### src/design/baud_gen_pkg.sv
// Register map, field layout, reset values and counts of the bit rate generator
package baud_gen_pkg;

  // Register byte offsets
  localparam logic [7:0] BRC_OFS         = 8'h00;
  localparam logic [7:0] FPC_OFS         = 8'h04;
  localparam logic [7:0] CTRL_OFS        = 8'h08;
  localparam logic [7:0] STAT_OFS        = 8'h0c;

  // bit_rate_control fields
  localparam int         BRC_LIN_TX_BREAK_ENABLE_BIT    = 7;
  localparam int         BRC_LIN_RX_BREAK_ENABLE_BIT    = 6;
  localparam int         BRC_CP_LSB      = 4;
  localparam int         BRC_SR_LSB      = 0;
  localparam logic [7:0] BRC_WMASK       = 8'hf7;

  // fractional_prescale_control fields
  localparam int         FPC_PD_LSB      = 5;
  localparam int         FPC_N_LSB       = 0;

  // Control and status fields
  localparam int         CTRL_SRC_BIT    = 0;
  localparam int         CTRL_M_BIT      = 1;
  localparam int         CTRL_EN_BIT     = 2;
  localparam int         CTRL_BRK_BIT    = 3;
  localparam int         STAT_BKF_BIT    = 0;
  localparam int         STAT_TXB_BIT    = 1;
  localparam int         STAT_RXD_BIT    = 2;

  // Values after reset
  localparam logic [7:0] BRC_RST         = 8'h00;
  localparam logic [7:0] FPC_RST         = 8'h00;
  localparam logic [2:0] CTRL_RST        = 3'h0;

  // Fixed divide by 64 split as 4 ahead of the 16x sample clock, then 16 per bit
  localparam logic [1:0] QUARTER_LAST    = 2'h3;
  localparam logic [3:0] RT_LAST         = 4'hf;
  localparam logic [4:0] FRAC_LAST       = 5'h1f;

  // Break lengths in bit times
  localparam logic [3:0] BRK_BITS_NORM   = 4'ha;
  localparam logic [3:0] BRK_BITS_LIN    = 4'hb;

  typedef enum logic [2:0] {
    TX_IDLE  = 3'b001,
    TX_WAIT  = 3'b010,
    TX_BREAK = 3'b100
  } txb_state_e;

  // Coarse divisor decode: 1, 3, 4, 13
  function automatic logic [3:0] coarse_div(input logic [1:0] sel);
    case (sel)
      2'h0:    coarse_div = 4'h1;
      2'h1:    coarse_div = 4'h3;
      2'h2:    coarse_div = 4'h4;
      default: coarse_div = 4'hd;
    endcase
  endfunction

  // Power-of-two divisor decode: 1 .. 128
  function automatic logic [7:0] pow2_div(input logic [2:0] sel);
    pow2_div = 8'h01 << sel;
  endfunction

endpackage

### src/design/serial_baud_gen_lin_break.sv
// Bit rate generator with LIN break detect and break generation, APB register slave
//
// Function
// - Coarse field selects divisor 1,3,4,13
// - Rate select divides by two to field
// - Integer field zero bypasses, else divides field+1
// - Integer bypass also bypasses the fine adjust
// - N extra clocks per 32 prescaler outputs
// - Rate is source over 64*COARSE_DIVISOR*BD*(PD+FRACTIONAL_ADJUST)
// - One rate drives receiver and transmitter
// - LIN receive detects 11 or 12 bit breaks
// - LIN transmit generates 11 or 12 bit breaks
// - RX LIN bit enables detect, TX LIN bit enables generate; detect and generate also run with the bits clear, each bit adds one break bit
// - Zero character up to 10.35 bits is no break; with the RX LIN bit and M clear, a 10 bit dominant run is flagged
// - Reset clears LIN bits and all divider fields
// - Source clock is bus or oscillator clock
//
// The register addresses and register access over APB were left to the implementer.
`timescale 1ns/1ns
`default_nettype none
module serial_baud_gen_lin_break
  import baud_gen_pkg::*;
#(
  parameter int ADDR_W = 8
) (
  // Clock and reset
  input  wire logic              pclk,
  input  wire logic              presetn,
  // APB slave
  input  wire logic              psel,
  input  wire logic              penable,
  input  wire logic              pwrite,
  input  wire logic [ADDR_W-1:0] paddr,
  input  wire logic [31:0]       pwdata,
  input  wire logic [3:0]        pstrb,
  output logic      [31:0]       prdata,
  output logic                   pready,
  output logic                   pslverr,
  // Clock source and serial lines
  input  wire logic              oscillator_clock,
  input  wire logic              rxd,
  output logic                   txd,
  // Rate outputs shared by receiver and transmitter, and the break detect flag
  output logic                   rt_tick,
  output logic                   bit_tick,
  output logic                   break_detected
);

  typedef struct packed {
    logic [7:0]  brc;
    logic [7:0]  fpc;
    logic        src_sel;
    logic        char_len;
    logic        enable;
    logic        bkf;
    logic        osc_q;
    logic [3:0]  ps_cnt;
    logic [4:0]  frac_acc;
    logic        insert;
    logic [3:0]  cp_cnt;
    logic [6:0]  bd_cnt;
    logic [1:0]  q_cnt;
    logic [3:0]  rt_cnt;
    logic [7:0]  rx_low;
    logic        rx_armed;
    txb_state_e  tx_st;
    logic [3:0]  tx_bits;
    logic        txd;
    logic        rt_tick;
    logic        bit_tick;
    logic        pready;
    logic        pslverr;
    logic [31:0] prdata;
  } state_s;

  state_s     st_r;
  state_s     st_nxt;

  logic       src_tick;
  logic       ps_tick;
  logic       cp_tick;
  logic       bd_tick;
  logic       rt_fire;
  logic       bit_fire;
  logic       wr_acc;
  logic       brk_req;
  logic [2:0] pd_sel;
  logic [4:0] n_sel;
  logic [3:0] ps_last;
  logic [3:0] brk_bits;
  logic [3:0] tx_brk_bits;
  logic       hi_addr;
  logic [7:0] rx_thresh;
  logic [5:0] frac_sum;
  logic [7:0] addr8;

  assign pd_sel    = st_r.fpc[FPC_PD_LSB +: 3];
  assign n_sel     = st_r.fpc[FPC_N_LSB +: 5];
  assign addr8     = paddr[7:0];

  always_comb begin
    st_nxt    = st_r;
    src_tick  = 1'b0;
    ps_tick   = 1'b0;
    cp_tick   = 1'b0;
    bd_tick   = 1'b0;
    rt_fire   = 1'b0;
    bit_fire  = 1'b0;
    brk_req   = 1'b0;
    frac_sum  = 6'h00;
    wr_acc    = psel & penable & pwrite & st_r.pready & ~st_r.pslverr & pstrb[0];
    ps_last   = 4'({1'b0, pd_sel} + {3'h0, st_r.insert});
    // Break length: LIN adds one bit, long characters add one more
    brk_bits  = (st_r.brc[BRC_LIN_RX_BREAK_ENABLE_BIT] ? BRK_BITS_LIN : BRK_BITS_NORM) + {3'h0, st_r.char_len};
    rx_thresh = {brk_bits, 4'h0};
    // Generated break length follows the transmit LIN bit
    tx_brk_bits = (st_r.brc[BRC_LIN_TX_BREAK_ENABLE_BIT] ? BRK_BITS_LIN : BRK_BITS_NORM) + {3'h0, st_r.char_len};
    // Address bits above the register window flag an error; empty when ADDR_W is 8
    hi_addr   = ((paddr >> 8) != '0);

    // Oscillator is sampled on the bus clock, so it must run below half of it
    st_nxt.osc_q = oscillator_clock;
    if (st_r.enable) begin
      src_tick = st_r.src_sel ? (oscillator_clock & ~st_r.osc_q) : 1'b1;
    end

    // Integer prescaler with fractional insertion
    if (pd_sel == 3'h0) begin
      ps_tick = src_tick;
      st_nxt.ps_cnt   = 4'h0;
      st_nxt.frac_acc = 5'h00;
      st_nxt.insert   = 1'b0;
    end else if (src_tick) begin
      if (st_r.ps_cnt == ps_last) begin
        ps_tick         = 1'b1;
        st_nxt.ps_cnt   = 4'h0;
        // Accumulator carry spreads N stretches evenly over 32 outputs
        frac_sum        = {1'b0, st_r.frac_acc} + {1'b0, n_sel};
        st_nxt.frac_acc = frac_sum[4:0];
        st_nxt.insert   = frac_sum[5];
      end else begin
        st_nxt.ps_cnt = st_r.ps_cnt + 4'h1;
      end
    end

    // Coarse divisor
    if (ps_tick) begin
      if (st_r.cp_cnt >= coarse_div(st_r.brc[BRC_CP_LSB +: 2]) - 4'h1) begin
        cp_tick       = 1'b1;
        st_nxt.cp_cnt = 4'h0;
      end else begin
        st_nxt.cp_cnt = st_r.cp_cnt + 4'h1;
      end
    end

    // Power-of-two divisor
    if (cp_tick) begin
      if ({1'b0, st_r.bd_cnt} >= pow2_div(st_r.brc[BRC_SR_LSB +: 3]) - 8'h01) begin
        bd_tick       = 1'b1;
        st_nxt.bd_cnt = 7'h00;
      end else begin
        st_nxt.bd_cnt = st_r.bd_cnt + 7'h01;
      end
    end

    // Fixed divide by 4 then by 16 gives the total factor of 64
    if (bd_tick) begin
      st_nxt.q_cnt = st_r.q_cnt + 2'h1;
      rt_fire      = (st_r.q_cnt == QUARTER_LAST);
    end
    if (rt_fire) begin
      st_nxt.rt_cnt = st_r.rt_cnt + 4'h1;
      bit_fire      = (st_r.rt_cnt == RT_LAST);
    end
    st_nxt.rt_tick  = rt_fire;
    st_nxt.bit_tick = bit_fire;

    // Disabled module holds the whole chain in its start position
    if (!st_r.enable) begin
      st_nxt.ps_cnt   = 4'h0;
      st_nxt.frac_acc = 5'h00;
      st_nxt.insert   = 1'b0;
      st_nxt.cp_cnt   = 4'h0;
      st_nxt.bd_cnt   = 7'h00;
      st_nxt.q_cnt    = 2'h0;
      st_nxt.rt_cnt   = 4'h0;
    end

    // Break detect: count dominant 16x samples, rearm only after a recessive level
    if (rxd) begin
      st_nxt.rx_low   = 8'h00;
      st_nxt.rx_armed = 1'b1;
    end else if (rt_fire) begin
      if (st_r.rx_low != 8'hff) begin
        st_nxt.rx_low = st_r.rx_low + 8'h01;
      end
    end

    // APB access phase
    if (psel && penable && st_r.pready) begin
      st_nxt.pready  = 1'b0;
      st_nxt.pslverr = 1'b0;
      if (wr_acc) begin
        case (addr8)
          BRC_OFS: begin
            st_nxt.brc = pwdata[7:0] & BRC_WMASK;
          end
          FPC_OFS: begin
            st_nxt.fpc = pwdata[7:0];
          end
          CTRL_OFS: begin
            st_nxt.src_sel  = pwdata[CTRL_SRC_BIT];
            st_nxt.char_len = pwdata[CTRL_M_BIT];
            st_nxt.enable   = pwdata[CTRL_EN_BIT];
            brk_req         = pwdata[CTRL_BRK_BIT];
          end
          STAT_OFS: begin
            if (pwdata[STAT_BKF_BIT]) begin
              st_nxt.bkf = 1'b0;
            end
          end
          default: begin
            st_nxt.bkf = st_r.bkf;
          end
        endcase
      end
    end else if (psel && !penable) begin
      // Setup phase: answer is prepared for a one-cycle access phase
      st_nxt.pready  = 1'b1;
      st_nxt.pslverr = 1'b0;
      st_nxt.prdata  = 32'h0000_0000;
      case (addr8)
        BRC_OFS: begin
          st_nxt.prdata[7:0] = st_r.brc;
        end
        FPC_OFS: begin
          st_nxt.prdata[7:0] = st_r.fpc;
        end
        CTRL_OFS: begin
          st_nxt.prdata[2:0] = {st_r.enable, st_r.char_len, st_r.src_sel};
        end
        STAT_OFS: begin
          st_nxt.prdata[2:0] = {rxd, (st_r.tx_st != TX_IDLE), st_r.bkf};
        end
        default: begin
          st_nxt.pslverr = 1'b1;
        end
      endcase
      if (hi_addr) begin
        st_nxt.pslverr = 1'b1;
        st_nxt.prdata  = 32'h0000_0000;
      end
    end

    // Set wins over a clear in the same cycle
    if (rt_fire && !rxd && st_r.rx_armed && st_r.rx_low == rx_thresh - 8'h01) begin
      st_nxt.bkf      = 1'b1;
      st_nxt.rx_armed = 1'b0;
    end

    // Break generation; waits for a bit boundary so every bit is whole
    case (st_r.tx_st)
      TX_IDLE: begin
        st_nxt.txd = 1'b1;
        if (brk_req && st_r.enable) begin
          st_nxt.tx_st = TX_WAIT;
        end
      end
      TX_WAIT: begin
        if (!st_r.enable) begin
          st_nxt.tx_st = TX_IDLE;
        end else if (bit_fire) begin
          st_nxt.tx_st   = TX_BREAK;
          st_nxt.txd     = 1'b0;
          st_nxt.tx_bits = 4'h0;
        end
      end
      TX_BREAK: begin
        if (!st_r.enable) begin
          st_nxt.tx_st = TX_IDLE;
          st_nxt.txd   = 1'b1;
        end else if (bit_fire) begin
          st_nxt.tx_bits = st_r.tx_bits + 4'h1;
          if (st_r.tx_bits == tx_brk_bits - 4'h1) begin
            st_nxt.tx_st = TX_IDLE;
            st_nxt.txd   = 1'b1;
          end
        end
      end
      default: begin
        st_nxt.tx_st = TX_IDLE;
        st_nxt.txd   = 1'b1;
      end
    endcase
  end

  always_ff @(posedge pclk or negedge presetn) begin
    if (!presetn) begin
      st_r          <= '0;
      st_r.brc      <= BRC_RST;
      st_r.fpc      <= FPC_RST;
      st_r.tx_st    <= TX_IDLE;
      st_r.txd      <= 1'b1;
      st_r.rx_armed <= 1'b1;
    end else begin
      st_r <= st_nxt;
    end
  end

  assign prdata         = st_r.prdata;
  assign pready         = st_r.pready;
  assign pslverr        = st_r.pslverr;
  assign txd            = st_r.txd;
  assign rt_tick        = st_r.rt_tick;
  assign bit_tick       = st_r.bit_tick;
  assign break_detected = st_r.bkf;

  // Helper counters that measure each divider stage independently
  logic [3:0] hc_ps_gap;
  logic [3:0] hc_cp_gap;
  logic [7:0] hc_bd_gap;
  logic [4:0] hc_frm;
  logic [5:0] hc_ins;
  logic [2:0] hc_valid;
  logic       hc_frm_ok;

  always_ff @(posedge pclk or negedge presetn) begin
    if (!presetn) begin
      hc_ps_gap <= 4'h0;
      hc_cp_gap <= 4'h0;
      hc_bd_gap <= 8'h00;
      hc_frm    <= 5'h00;
      hc_ins    <= 6'h00;
      hc_valid  <= 3'h0;
      hc_frm_ok <= 1'b0;
    end else if (wr_acc || !st_r.enable) begin
      hc_valid  <= 3'h0;
      hc_frm_ok <= 1'b0;
      hc_frm    <= 5'h00;
      hc_ins    <= 6'h00;
    end else begin
      if (src_tick) begin
        hc_ps_gap <= ps_tick ? 4'h0 : hc_ps_gap + 4'h1;
      end
      if (ps_tick) begin
        hc_cp_gap   <= cp_tick ? 4'h0 : hc_cp_gap + 4'h1;
        hc_valid[0] <= 1'b1;
        hc_frm      <= hc_frm + 5'h01;
        hc_ins      <= (hc_frm == FRAC_LAST) ? 6'h00 : hc_ins + {5'h00, st_r.insert};
        if (hc_frm == FRAC_LAST) begin
          hc_frm_ok <= 1'b1;
        end
      end
      if (cp_tick) begin
        hc_bd_gap   <= bd_tick ? 8'h00 : hc_bd_gap + 8'h01;
        hc_valid[1] <= 1'b1;
      end
      if (bd_tick) begin
        hc_valid[2] <= 1'b1;
      end
    end
  end

  AST_RESET_CLEAR: assert property (@(posedge pclk) $rose(presetn) |->
    (st_r.brc == BRC_RST && st_r.fpc == FPC_RST && !st_r.bkf))
    else $error("Registers not cleared by reset");

  AST_INT_PERIOD: assert property (@(posedge pclk) disable iff (!presetn)
    (ps_tick && hc_valid[0] && pd_sel != 3'h0 && !wr_acc) |->
    (hc_ps_gap == 4'({1'b0, pd_sel} + {3'h0, st_r.insert})))
    else $error("Integer prescaler period wrong");

  AST_BYPASS: assert property (@(posedge pclk) disable iff (!presetn)
    (pd_sel == 3'h0) |-> (ps_tick == src_tick && !st_nxt.insert))
    else $error("Bypass does not pass the source clock");

  AST_FRAC_FRAME: assert property (@(posedge pclk) disable iff (!presetn)
    (ps_tick && hc_frm_ok && hc_frm == FRAC_LAST && pd_sel != 3'h0 && !wr_acc) |->
    (hc_ins + {5'h00, st_r.insert} == {1'b0, n_sel}))
    else $error("Inserted clocks per frame differ from N");

  AST_COARSE: assert property (@(posedge pclk) disable iff (!presetn)
    (cp_tick && hc_valid[1] && !wr_acc) |->
    (hc_cp_gap == coarse_div(st_r.brc[BRC_CP_LSB +: 2]) - 4'h1))
    else $error("Coarse divisor wrong");

  AST_POW2: assert property (@(posedge pclk) disable iff (!presetn)
    (bd_tick && hc_valid[2] && !wr_acc) |->
    (hc_bd_gap == pow2_div(st_r.brc[BRC_SR_LSB +: 3]) - 8'h01))
    else $error("Power-of-two divisor wrong");

  AST_BIT_RATE: assert property (@(posedge pclk) disable iff (!presetn)
    (rt_tick && st_r.rt_cnt == 4'h0 && st_r.enable) |-> bit_tick)
    else $error("Bit tick not after sixteen sample ticks");

  AST_RX_BREAK: assert property (@(posedge pclk) disable iff (!presetn)
    $rose(st_r.bkf) |-> ($past(rxd) == 1'b0 && st_r.rx_low == rx_thresh))
    else $error("Break flagged at wrong dominant length");

  AST_NO_SHORT_BREAK: assert property (@(posedge pclk) disable iff (!presetn)
    ($rose(st_r.bkf) && st_r.brc[BRC_LIN_RX_BREAK_ENABLE_BIT]) |-> (st_r.rx_low > 8'ha5))
    else $error("Break flagged for a short dominant run");

  AST_TX_BREAK: assert property (@(posedge pclk) disable iff (!presetn)
    (st_r.tx_st == TX_BREAK && bit_fire && st_r.tx_bits == tx_brk_bits - 4'h1 && st_r.enable) |=>
    (st_r.txd && st_r.tx_st == TX_IDLE && $past(st_r.txd) == 1'b0))
    else $error("Transmit break length wrong");

endmodule
`default_nettype wire
### config.mk
export PLATFORM = sky130hd
export DESIGN_NAME = serial_baud_gen_lin_break
export DESIGN_NICKNAME = d
export VERILOG_FILES = /design/src/design/baud_gen_pkg.sv /design/src/design/serial_baud_gen_lin_break.sv
export SDC_FILE = /design/constraint.sdc
export NUM_CORES = 1
export LEC_CHECK = 0
export BUFFER_PORTS_ARGS = -buffer_cell sky130_fd_sc_hd__buf_4
export CORE_MARGIN = 3
export CORE_UTILIZATION = 51
export DETAILED_ROUTE_END_ITERATION = 10
export GPL_TIMING_DRIVEN = 0
export PLACE_DENSITY = 0.76
export SLEW_MARGIN = 30
export SYNTH_ARGS = -nofsm -noshare
export SYNTH_HDL_FRONTEND = slang
export SYNTH_SLANG_ARGS = --single-unit
### constraint.sdc
create_clock -name pclk -period 3.6 [get_ports pclk]
set_input_delay 0.54 -clock pclk [delete_from_list [all_inputs] [get_ports pclk]]
set_output_delay 0.54 -clock pclk [all_outputs]
set_load 0.05 [all_outputs]
Word level (Yosys, flattened, before mapping). Cells that the tools add are included.

$add $sub $neg: 15. Magnitude comparators: 2. Equal/unequal tests: 29. Shift operators: 1. Muxes and demuxes: 57. Bitwise gates (word level): 9. Reductions and logical operators: 32.

Operator list (count): $mux 8 (5); $mux 34 (1); $mux 27 (1); $mux 1 (26); $mux 4 (6); $mux 10 (2); $reduce_bool 2->1 (9); $add 4x1->4 const B (4); $eq 8x4->1 const B (2); $sub 8x1->8 const B (2); $mux 7 (2); $mux 3 (4); $pmux 3 s4 (1); $pmux 4 s3 (1); $reduce_and 4->1 (3); $ne 2x2->1 const B (5); $pmux 5 s2 (1); $ne 3x1->1 const B (3); $ne 3x3->1 const B (3); $pmux 3 s3 (1); $reduce_and 3->1 (3); $add 4x1->4 (2); $add 8x1->8 const B (1); $eq 4x4->1 (2); other kinds (33) (55).

Flip-flop bits (word level): 76. Output and inout port bits: 38. Logic and storage cells: 169.

Longest topological paths before layout. Gate-level depths: netlist of run 1.

Depth in word-level cells: 18. Depth in mapped cells: 16. Gate-level depth less buffers: 14.

Worst setup path before layout of run 1. No wires, ideal clock.

Path kind: reg-to-reg. Start: reg st_r[94] in the netlist's numbering. End: reg st_r[65] in the netlist's numbering. Setup time: 0.094 ns. Arrival time: 3.362 ns. Data required time: 3.506 ns. Path slack: 0.144 ns. Cell stages (with the launch flop): 14. Path buffers: 1. Period minus slack after synthesis: 3.456 ns. Cells stage by stage: dfrtp_1 or3_1 ha_1 clkbuf_1 nor3_1 a21o_1 a21oi_1 ha_1 a21o_1 a221o_1 a41oi_1 nand3_2 or4_1 o221ai_1.

Longest elaborated chain between the ends: 6.

RTL lines: start: declaration (line serial_baud_gen_lin_break.sv:76) `state_s st_r;`; start signal: assignment (line serial_baud_gen_lin_break.sv:306) `st_r <= st_nxt;`; $shl 1x3->8 (line baud_gen_pkg.sv:62) `pow2_div = 8'h01 << sel;`; $sub 8x1->8 (line serial_baud_gen_lin_break.sv:158) `if ({1'b0, st_r.bd_cnt} >= pow2_div(st_r.brc[BRC_SR_LSB +: 3]) - 8'h01) begin`; $ge 7x8->1 (line serial_baud_gen_lin_break.sv:158); $mux 7 (line serial_baud_gen_lin_break.sv:158); $mux 7 (line serial_baud_gen_lin_break.sv:157) `if (cp_tick) begin`; $mux 27 (line serial_baud_gen_lin_break.sv:179) `if (!st_r.enable) begin`.

Every way passes these cells. The select of a mux whose other input is x is not followed. A chain may end at the register's enable or synchronous reset.

Worst setup path after layout of run 1. Ends and elaborated chain as after synthesis.

==> results of run 1 <==
-- placed cells by master (no fill, tap or decap), drive strengths merged, types with 4 or more instances in the layout --
master  Yosys  layout
buf        35      81
dfrtp      73      73
nand2      52      52
o21ai      34      34
ha         31      31
conb        1      24
nand3      21      21
mux2       20      20
inv        18      20
a21oi      16      16
nor2       15      15
clkbuf      7      15
a21o       13      13
or3        10      10
nor3        8       8
nor3b       8       8
xnor2       7       7
nand4       7       7
and3        6       6
xor2        5       5
nor2b       5       5
a21boi      5       5
o31ai       5       5
mux2i       4       4
a22oi       4       4
or4         4       4
-- cell families (layout without fill, tap and decap cells) --
family,count (synthesis),in the layout,synth area share
and+or+nand+nor,151,151,0.174
AOI/OAI and AO/OA,103,103,0.152
DFF,76,76,0.414
buffers and inverters,61,122,0.0810
adders and majority gates,32,32,0.0886
muxes,26,26,0.0674
xor gates and xnor gates,12,12,0.0228
other,1,24,0.000815
-- power by group through the flow --
stage	combinational (mW)	clock, mW	sequential [mW]
2_1_floorplan	0.0970	0	0.885
6_report	0.157	0.729	0.859
5_1_grt	0.168	0.784	0.860
3_5_place_dp	0.154	0	0.876
3_3_place_gp	0.152	0	0.876
4_1_cts	0.156	0.750	0.860
-- state kept, by name (all words and copies together), names as in the netlist --
signal and flops:
rt_tick 1, break_detected 1, pslverr 1, prdata 8, st_r 54, pd_sel 3
txd 1, bit_tick 1, n_sel 5, pready 1
-- critical path: stages (launching register included) --
cell and delay [ps]:
dfrtp_2 440, or3_1 410, ha_2 240, nor3_1 190, a21o_1 120, a21oi_1 70, ha_1 310, a21o_1 190
a221o_1 370, a41oi_4 240, nand3_4 140, or4_4 550, o221ai_1 90
-- final cells by class --
type                            instances  area, sq um
Buffer                                 41          294
Clock buffer                            9          124
Clock inverter                          7         98.8
Fill cell                             744         3320
Inverter                               19         76.3
Multi-Input combinational cell        348         2450
Sequential cell                        76         1910
Tap cell                              108          135
Timing Repair Buffer                   46          349
-- what timing repair did --
action	4_1_cts	5_1_grt
endpoints found under the setup margin	14	24
resized for setup	7	6
buffers inserted	3	8
gates cloned	0	0
pin swaps	2	1
-- worst paths after layout --
path | from | endpoint | slack (ps) | cells past startpoint
max | st_r[94] | st_r[65] | 150 | 12
min | presetn | prdata[4] | 170 | 1
max reg2reg | st_r[94] | st_r[65] | 150 | 12
min reg2reg | prdata[5] | prdata[5] | 490 | 2
max in group asynchronous | presetn | st_r[95] | 2870 | 1
min in group pclk | oscillator_clock | st_r[80] | 310 | 1
-- per-layer routing --
| metal | routed length, microns | vias to the layer above | part of all wire |
|---|---|---|---|
| met5 | 0 | - | 0 |
| li1 | - | 1792 | - |
| met2 | 4500 | 86 | 0.47 |
| met3 | 494 | 11 | 0.051 |
| met4 | 131 | 0 | 0.014 |
| met1 | 4520 | 1792 | 0.47 |
-- stage by stage --
stage	TNS [ps]	hold WS [ps]	std cells	setup WS, ps
6_report	0	175	654	151
5_1_grt	0	254	654	36.5
4_1_cts	0	293	647	44.6
3_5_place_dp	-726	472	628	-305
3_3_place_gp	-240	454	628	-182
2_1_floorplan	0	244	485	144
==> results.json, run 1 <==
{
  "synthDominantAreaCellType": "dfrtp_1",
  "globalRoute.busiestLayer": "met2",
  "dr.pass1.iters": 4,
  "period_needed_ps": 3450,
  "fraction_of_layout_instances_using_a_drive_strength_above_1": 0.260,
  "cellPowerDensity_nw_per_um2": 321,
  "drv_cap": 0,
  "timing.hold.worst.class": "in2async",
  "clk_pin_slew_worst_setup_hold_paths_ps": 90,
  "count_of_hold_buffers_inserted_by_post_cts_repair": 0,
  "horiz_die_dim_microns": 101,
  "synthCells": 462,
  "wl_per_cell_microns": 14.7,
  "synth_async_sr_flop_share": 1.00,
  "route.final.wire_length_mm": 9.64,
  "clk_path_buf_depth": 2,
  "cp_launch_type": "flip-flop",
  "drc_errors": 0,
  "fin_util": 0.621,
  "initial_utilization": 0.525,
  "synthTopCellsByCount": "73 x dfrtp_1, 52 x nand2_1, 33 x buf_4, 33 x o21ai_0, 31 x ha_1",
  "totalPowerFinal_mw": 1.75,
  "cts_num_sinks": 76,
  "global_route.usage.met2": 0.315,
  "switching_share": 0.255,
  "top_level_ports": 89,
  "netlist-cell-type-count": 61,
  "vdd_drop_max_v": 0.000197,
  "outcome": "finished, final reports clean",
  "synth_warnings": 0,
  "power.net_switching_uw": 446,
  "vias": 3681,
  "internal_power_mw": 1.30,
  "timing.critical_path.to_type": "flip-flop",
  "gr-usage-all-layers": 0.198,
  "clock_latency_ps": 350,
  "timing_max_transition_violations_final": 0,
  "cts_inserted_buffers": 9,
  "number_of_antenna_diodes": 0,
  "level_count_of_the_clock_h_tree": 3,
  "synth_top_area_frac": 0.397,
  "synth.top_cells.by_area": "dfrtp_1 40%, ha_1 8.4%, buf_4 5.4%",
  "synth_enable_flop_cells": 0,
  "yosysMostFrequentCell": "dfrtp_1",
  "final_cell_area_sq_um": 5440,
  "antenna_found_initial": 0,
  "areaGrowthSynthToFinish_pct": 18.2,
  "hold_viol_final": 0,
  "grt_use_met1": 0.273,
  "timing.fmax_mhz": 290,
  "yosys_register_bits": 76,
  "placement_row_count": 34,
  "nNetsFinal": 624,
  "detail_route.iter0.violations": 169,
  "p_leak_nw": 2.67,
  "timing.final.crit_share": 0.958,
  "vias_in_the_first_global_route": 3478,
  "placement.cell_area_sq_um": 5090,
  "synth_area_sq_um": 4600,
  "worst-endpoint-required_ps": 3850,
  "worst_ep_arrival_time_ps": 3700,
  "clockRootBuffer": "clkbuf_8",
  "worstMarginPinSlew_ps": 856,
  "avgSynthCellArea_sq_um": 9.96,
  "detailedPlacementHpwl_mm": 7.02,
  "synth.yosys.seq_area_share": 0.414,
  "grt_start_max_net_pins": 77,
  "ant_nets": 0,
  "vias_per_cell": 5.63,
  "ys_dominant_reg_cell": "dfrtp_1",
  "timing.final.setup_violations": 0,
  "maxSlewHeadroom": 0.425,
  "critical_path_class": "reg2reg",
  "grt_pass1_wl_mm": 16.2,
  "finalClockSkew_ps": 15.4,
  "buffer_ports.inserted": 35,
  "power.share.sequential": 0.492,
  "clkPwrFrac": 0.418,
  "global_route.overflow_total": 0,
  "die_area_sq_um": 10200,
  "core_sq_um": 8760,
  "cts_tree": "done",
  "combinationalPowerShare": 0.090,
  "rsz0062_at_grt": "no",
  "die_h_microns": 101,
  "weighted_congestion_at_the_end_of_routability_driven_global_placement": 0.873,
  "grtUsageMet3": 0.0325,
  "worstPathMaxFanout": 7
}
(Power assumes the default switching activity.)
==> run 2: changes to the inputs <==
--- a/config.mk
+++ b/config.mk
@@ -5,6 +5,7 @@
 export SDC_FILE = /design/constraint.sdc
 export NUM_CORES = 1
 export LEC_CHECK = 0
+export ABC_AREA = 1
 export BUFFER_PORTS_ARGS = -buffer_cell sky130_fd_sc_hd__buf_4
 export CORE_MARGIN = 3
 export CORE_UTILIZATION = 51
==> run 2 against run 1 <==
  * Clock-buffer cell count is the same
  * Total power rose by 7.5%
  * Flip-flop and latch count unchanged
  * Clock power up 11%
  * Largest cell class unchanged
  * Global-route usage up 0.72 points
  * Critical path depth grew 6
  * Register-to-register slack improved by 250 ps
  * Final cell count is 17% higher
  * First-iteration DRC count increased by 31%
==> results.json, run 2 <==
{
  "horiz_die_dim_microns": 102,
  "ys_dominant_reg_cell": "dfrtp_1",
  "grt_start_max_net_pins": 77,
  "worstMarginPinSlew_ps": 926,
  "clock_latency_ps": 360,
  "synth_warnings": 0,
  "worstPathMaxFanout": 7,
  "clockRootBuffer": "clkbuf_8",
  "netlist-cell-type-count": 45,
  "p_leak_nw": 2.80,
  "wl_per_cell_microns": 13.1,
  "worstReg2RegStart": "st_r[95]",
  "clk_path_buf_depth": 2,
  "weighted_congestion_at_the_end_of_routability_driven_global_placement": 0.836,
  "cts_tree": "done",
  "vias": 3928,
  "timing.hold.worst.class": "in2async",
  "clk_pin_slew_worst_setup_hold_paths_ps": 90,
  "core_sq_um": 8890,
  "number_of_antenna_diodes": 0,
  "placement_row_count": 34,
  "synth_async_sr_flop_share": 1.00,
  "layout.cells.most_common": "nand2_1",
  "worst_ep_arrival_time_ps": 3450,
  "synthDominantAreaCellType": "dfrtp_1",
  "level_count_of_the_clock_h_tree": 3,
  "cp_launch_type": "flip-flop",
  "grt_pass1_wl_mm": 17.0,
  "r2r_end": "st_r[37]",
  "totalPowerFinal_mw": 1.88,
  "synth_enable_flop_cells": 0,
  "timing.fmax_mhz": 312,
  "layout.cells.most_common_list": "128 x nand2_1, 90 x inv_1, 73 x dfrtp_1",
  "reg2reg_setup_slack_ps": 400,
  "postLayoutSetupSlackWorst_ps": 398,
  "maxSlewHeadroom": 0.377,
  "cts.repair_timing.setup_buffer_count": 0,
  "die_area_sq_um": 10500,
  "yosysMostFrequentCell": "nand2_1",
  "path_cells": "inv_1 -> nand3_1 -> ha_1 -> o21ai_0 -> o21ai_0 -> o211ai_1 -> ha_1 -> and3_1 -> nand2_1 -> nand3_1 -> inv_1 -> nor2_8 -> nand3_4 -> clkinv_2 -> o21ai_1 -> nand2_1 -> nand2_1 -> inv_1",
  "cts_inserted_buffers": 9,
  "fraction_of_layout_instances_using_a_drive_strength_above_1": 0.175,
  "synth_top_area_frac": 0.385,
  "dr.pass1.iters": 5,
  "synth.top_cells.by_area": "dfrtp_1 39%, nand2_1 10%, ha_1 8.2%",
  "largest_reg_flops": 54,
  "vias_in_the_first_global_route": 3795,
  "initial_utilization": 0.533,
  "cts_num_sinks": 76,
  "drc_errors": 0,
  "ant_nets": 0,
  "fin_util": 0.618,
  "fin_worst_hold_slack_ps": 186,
  "vias_per_cell": 5.13,
  "top_register": "st_r",
  "cts.repair.resized": 0,
  "hold_viol_final": 0,
  "timing.critical_path.to_type": "flip-flop",
  "detailedPlacementHpwl_mm": 7.69,
  "top_level_ports": 89,
  "rsz0062_at_grt": "no",
  "die_h_microns": 102,
  "route.final.wire_length_mm": 9.99,
  "cellPowerDensity_nw_per_um2": 342,
  "place_ws_ps": 412,
  "buffer_ports.inserted": 37,
  "synthTopCellsByCount": "128 x nand2_1, 90 x inv_1, 73 x dfrtp_1, 38 x o21ai_0, 32 x buf_4",
  "worst_path_max_delay_cell": "dfrtp_1",
  "cp-startpoint": "st_r[95]",
  "nNetsFinal": 735,
  "worst-endpoint-required_ps": 3850,
  "synthCells": 581,
  "timing.final.crit_share": 0.890,
  "outcome": "finished, final reports clean",
  "global_route.overflow_total": 0,
  "avgSynthCellArea_sq_um": 8.16,
  "critical_path_class": "reg2reg",
  "timing_max_transition_violations_final": 0,
  "gr-usage-all-layers": 0.205,
  "vdd_drop_max_v": 0.000248,
  "finalClockSkew_ps": 9.93,
  "cpPeakStageDelay_ps": 440,
  "detail_route.iter0.violations": 221,
  "crit_end": "st_r[37]",
  "synth_area_sq_um": 4740,
  "yosys_register_bits": 76,
  "period_needed_ps": 3200,
  "worstRegToRegCells": 18,
  "antenna_found_initial": 0,
  "count_of_hold_buffers_inserted_by_post_cts_repair": 0,
  "synth.yosys.seq_area_share": 0.402,
  "areaGrowthSynthToFinish_pct": 15.8,
  "total_neg_setup_slack_ps": 0,
  "timing.final.setup_violations": 0,
  "drv_cap": 0
}
-- run 2: cell types whose count changed after synthesis, sizes merged, moves of 13 or more --
cell,previous run,this run
a21o,13,0
o21ai,34,47
mux2,20,1
inv,18,91
nor2,15,32
nand2,52,133
-- run 2: area by class of cell --
type | count | area [sq um]
well taps | 108 | 135
multi-input cells | 398 | 2310
clock inverters | 7 | 123
inverters | 92 | 347
flip-flops and latches | 76 | 1910
repair buffers | 37 | 282
plain buffers | 38 | 264
fillers | 808 | 3400
clock buffers | 9 | 124
-- run 2: critical path, delay by kind of cell (launching register included) --
family                     cells  cell delay, ps
and+or+nand+nor                8             950
buffers and inverters          4             640
AOI/OAI and AO/OA              4             550
adders and majority gates      2             520
DFF                            1             440
-- run 2: power breakdown --
group          internal [mW]  switching [mW]  total (mW)
sequential             0.863         0.00646       0.870
combinational         0.0620           0.139       0.201
clock                  0.465           0.342       0.807
-- run 2: worst min path at each step --
stage | startpoint | end | slack (ps) | cells past startpoint
detailed placement | txd | txd | 460 | 2
finish | presetn | pready | 190 | 1
floorplan | presetn | bit_tick | 240 | 0
global route | presetn | pready | 230 | 1
CTS | oscillator_clock | st_r[80] | 290 | 1
global placement | txd | txd | 450 | 2
-- run 2: kinds of logic (layout without fill, tap and decap cells) --
| family | Yosys count | in the layout | synth area share |
|---|---|---|---|
| AOI/OAI and AO/OA | 90 | 90 | 0.113 |
| xor gates and xnor gates | 22 | 22 | 0.0406 |
| adders and majority gates | 32 | 32 | 0.0860 |
| buffers and inverters | 130 | 183 | 0.129 |
| DFF | 76 | 76 | 0.402 |
| muxes | 1 | 1 | 0.00237 |
| other | 1 | 24 | 0.000791 |
| and+or+nand+nor | 229 | 229 | 0.227 |
-- run 2: metrics by stage --
| step | area (sq um) | instances |
|---|---|---|
| finish | 5490 | 765 |
| global route | 5490 | 765 |
| CTS | 5490 | 765 |
| detailed placement | 5240 | 749 |
| global placement | 5240 | 749 |
| floorplan | 4830 | 604 |
-- run 2: layer usage --
| metal | global-route usage | routed length [microns] | up-vias |
|---|---|---|---|
| met5 | 0 | 0 | - |
| met4 | 0.0626 | 174 | 0 |
| met3 | 0.0369 | 404 | 15 |
| met2 | 0.347 | 4880 | 93 |
| met1 | 0.267 | 4530 | 1844 |
| li1 | - | - | 1976 |
==> run 3: changes to the inputs <==
--- a/config.mk
+++ b/config.mk
@@ -8,10 +8,10 @@
 export ABC_AREA = 1
 export BUFFER_PORTS_ARGS = -buffer_cell sky130_fd_sc_hd__buf_4
 export CORE_MARGIN = 3
-export CORE_UTILIZATION = 51
+export CORE_UTILIZATION = 55
 export DETAILED_ROUTE_END_ITERATION = 10
 export GPL_TIMING_DRIVEN = 0
-export PLACE_DENSITY = 0.76
+export PLACE_DENSITY = 0.78
 export SLEW_MARGIN = 30
 export SYNTH_ARGS = -nofsm -noshare
 export SYNTH_HDL_FRONTEND = slang
==> constraint.sdc (replaced) <==
create_clock -name pclk -period 3.9 [get_ports pclk]
set_input_delay 0.585 -clock pclk [delete_from_list [all_inputs] [get_ports pclk]]
set_output_delay 0.585 -clock pclk [all_outputs]
set_load 0.05 [all_outputs]
==> run 3 against run 2 <==
  * Critical path depth is the same
  * Total power decreased by 11%
  * Die area fell by 6.8%
  * Final cell count shrank 0.52%
  * Maximum frequency is 3.2% higher
  * Largest cell class unchanged
==> results.json, run 3 (same netlist as run 2, synthesis figures left out) <==
{
  "cts_inserted_buffers": 9,
  "outcome": "finished, final reports clean",
  "placement_row_count": 33,
  "buffer_ports.inserted": 37,
  "multi_input_comb_area_sq_um": 2310,
  "cp_delay_by_family_top": "simple AND/OR/NAND/NOR gates",
  "largest_reg_flops": 54,
  "route.final.wire_length_mm": 10.1,
  "finalClockSkew_ps": 12.8,
  "detail_route.iter0.violations": 183,
  "rsz0062_at_grt": "no",
  "antenna_found_initial": 0,
  "horiz_die_dim_microns": 98.9,
  "vias_in_the_first_global_route": 3867,
  "cts_tree": "done",
  "core_sq_um": 8300,
  "dr.pass1.iters": 5,
  "worst_path_max_delay_cell": "dfrtp_1",
  "weighted_congestion_at_the_end_of_routability_driven_global_placement": 0.847,
  "timing.hold.worst.class": "in2async",
  "fraction_of_layout_instances_using_a_drive_strength_above_1": 0.174,
  "crit_buf_inv": 4,
  "global_route.overflow_total": 0,
  "count_of_hold_buffers_inserted_by_post_cts_repair": 0,
  "clockRootBuffer": "clkbuf_8",
  "vias": 3972,
  "period_needed_ps": 3100,
  "areaGrowthSynthToFinish_pct": 15.3,
  "nNetsFinal": 735,
  "drc_errors": 0,
  "grt_use_met1": 0.277,
  "timing.critical_path.to_type": "flip-flop",
  "drv_cap": 0,
  "global_route.usage.met2": 0.371,
  "ant_nets": 0,
  "vias_per_cell": 5.22,
  "timing_max_transition_violations_final": 0,
  "timing.final.setup_violations": 0,
  "worst_ep_arrival_time_ps": 3340,
  "worstMarginPinSlew_ps": 865,
  "worstPathMaxFanout": 7,
  "clock_latency_ps": 350,
  "level_count_of_the_clock_h_tree": 3,
  "critical_path_class": "reg2reg",
  "cpPeakStageDelay_ps": 440,
  "top_level_ports": 89,
  "hold_viol_final": 0,
  "path_cells": "inv_1 -> nand3_1 -> ha_1 -> o21ai_0 -> o21ai_0 -> o211ai_1 -> ha_1 -> and3_1 -> nand2_1 -> nand3_1 -> inv_1 -> nor2_8 -> nand3_4 -> clkinv_2 -> o21ai_1 -> nand2_1 -> nand2_1 -> inv_1",
  "layout.cells.most_common_list": "128 x nand2_1, 90 x inv_1, 73 x dfrtp_1",
  "totalPowerFinal_mw": 1.66,
  "gr-usage-all-layers": 0.215,
  "maxSlewHeadroom": 0.418,
  "layout.cells.most_common": "nand2_1",
  "grt_pass1_wl_mm": 17.3,
  "worstReg2RegStart": "st_r[95]",
  "cp_launch_type": "flip-flop",
  "cellPowerDensity_nw_per_um2": 305,
  "number_of_antenna_diodes": 0,
  "clk_pin_slew_worst_setup_hold_paths_ps": 80,
  "grt_start_max_net_pins": 77,
  "timing.final.crit_share": 0.796,
  "wl_per_cell_microns": 13.3,
  "cts.repair_timing.setup_buffer_count": 0,
  "final.fill_count": 713,
  "total_neg_setup_slack_ps": 0,
  "p_leak_nw": 2.80,
  "timing.fmax_mhz": 322,
  "die_area_sq_um": 9770,
  "top_register": "st_r",
  "initial_utilization": 0.571,
  "die_h_microns": 98.9,
  "ff_latch_area_sq_um": 1910,
  "grtUsageMet3": 0.0410,
  "cts.repair.resized": 0,
  "globalRoute.busiestLayer": "met2",
  "detailedPlacementHpwl_mm": 7.73,
  "worst-endpoint-required_ps": 4140,
  "fin_worst_hold_slack_ps": 245,
  "cts_num_sinks": 76,
  "cp-startpoint": "st_r[95]",
  "clk_path_buf_depth": 2,
  "vdd_drop_max_v": 0.000152
}
==> run 3: cell count changes in the layout (fill, tap and decap cells not counted), sizes merged <==
cell      previous run  this run
bufinv               3         2
clkinv               1         2
clkinvlp             2         1
clkbuf              13        15
inv                 93        91
==> run 3: report_power, final <==
part	switching (mW)	leakage [nW]	internal [mW]
logic	0.127	1.65	0.0572
registers	0.00591	1.03	0.797
clock network	0.287	0.111	0.391
total	0.420	2.80	1.24
==> run 3: metal layers <==
layer,up-vias,wire length (microns)
met1,1888,4370
li1,1976,-
met4,0,161
met3,16,464
met5,-,0
met2,92,5120
==> run 3: path summary, 6_finish.rpt <==
path,cells past startpoint,endpoint,slack (ps)
max,18,st_r[37],800
min,1,pready,250
max reg2reg,18,st_r[37],800
min reg2reg,2,txd,460
max in group asynchronous,1,st_r[38],3170
min in group pclk,1,st_r[80],360
==> run 3: layout make-up <==
class	instances	share of cell area
inverter	92	0.0634
timing repair buffer	37	0.0515
multi-input combinational	398	0.423
buffer	38	0.0483
sequential	76	0.349
clock buffer	11	0.0277
clock inverter	4	0.0133
tap	105	0.0240
==> run 3: through the flow <==
stage	instances	setup slack [ps]	instance area, sq um	utilization
finish	761	796	5470	0.659
global route	761	391	5470	0.659
CTS	761	843	5460	0.658
detailed placement	746	879	5240	0.631
global placement	746	946	5240	0.631
floorplan	604	1270	4830	-
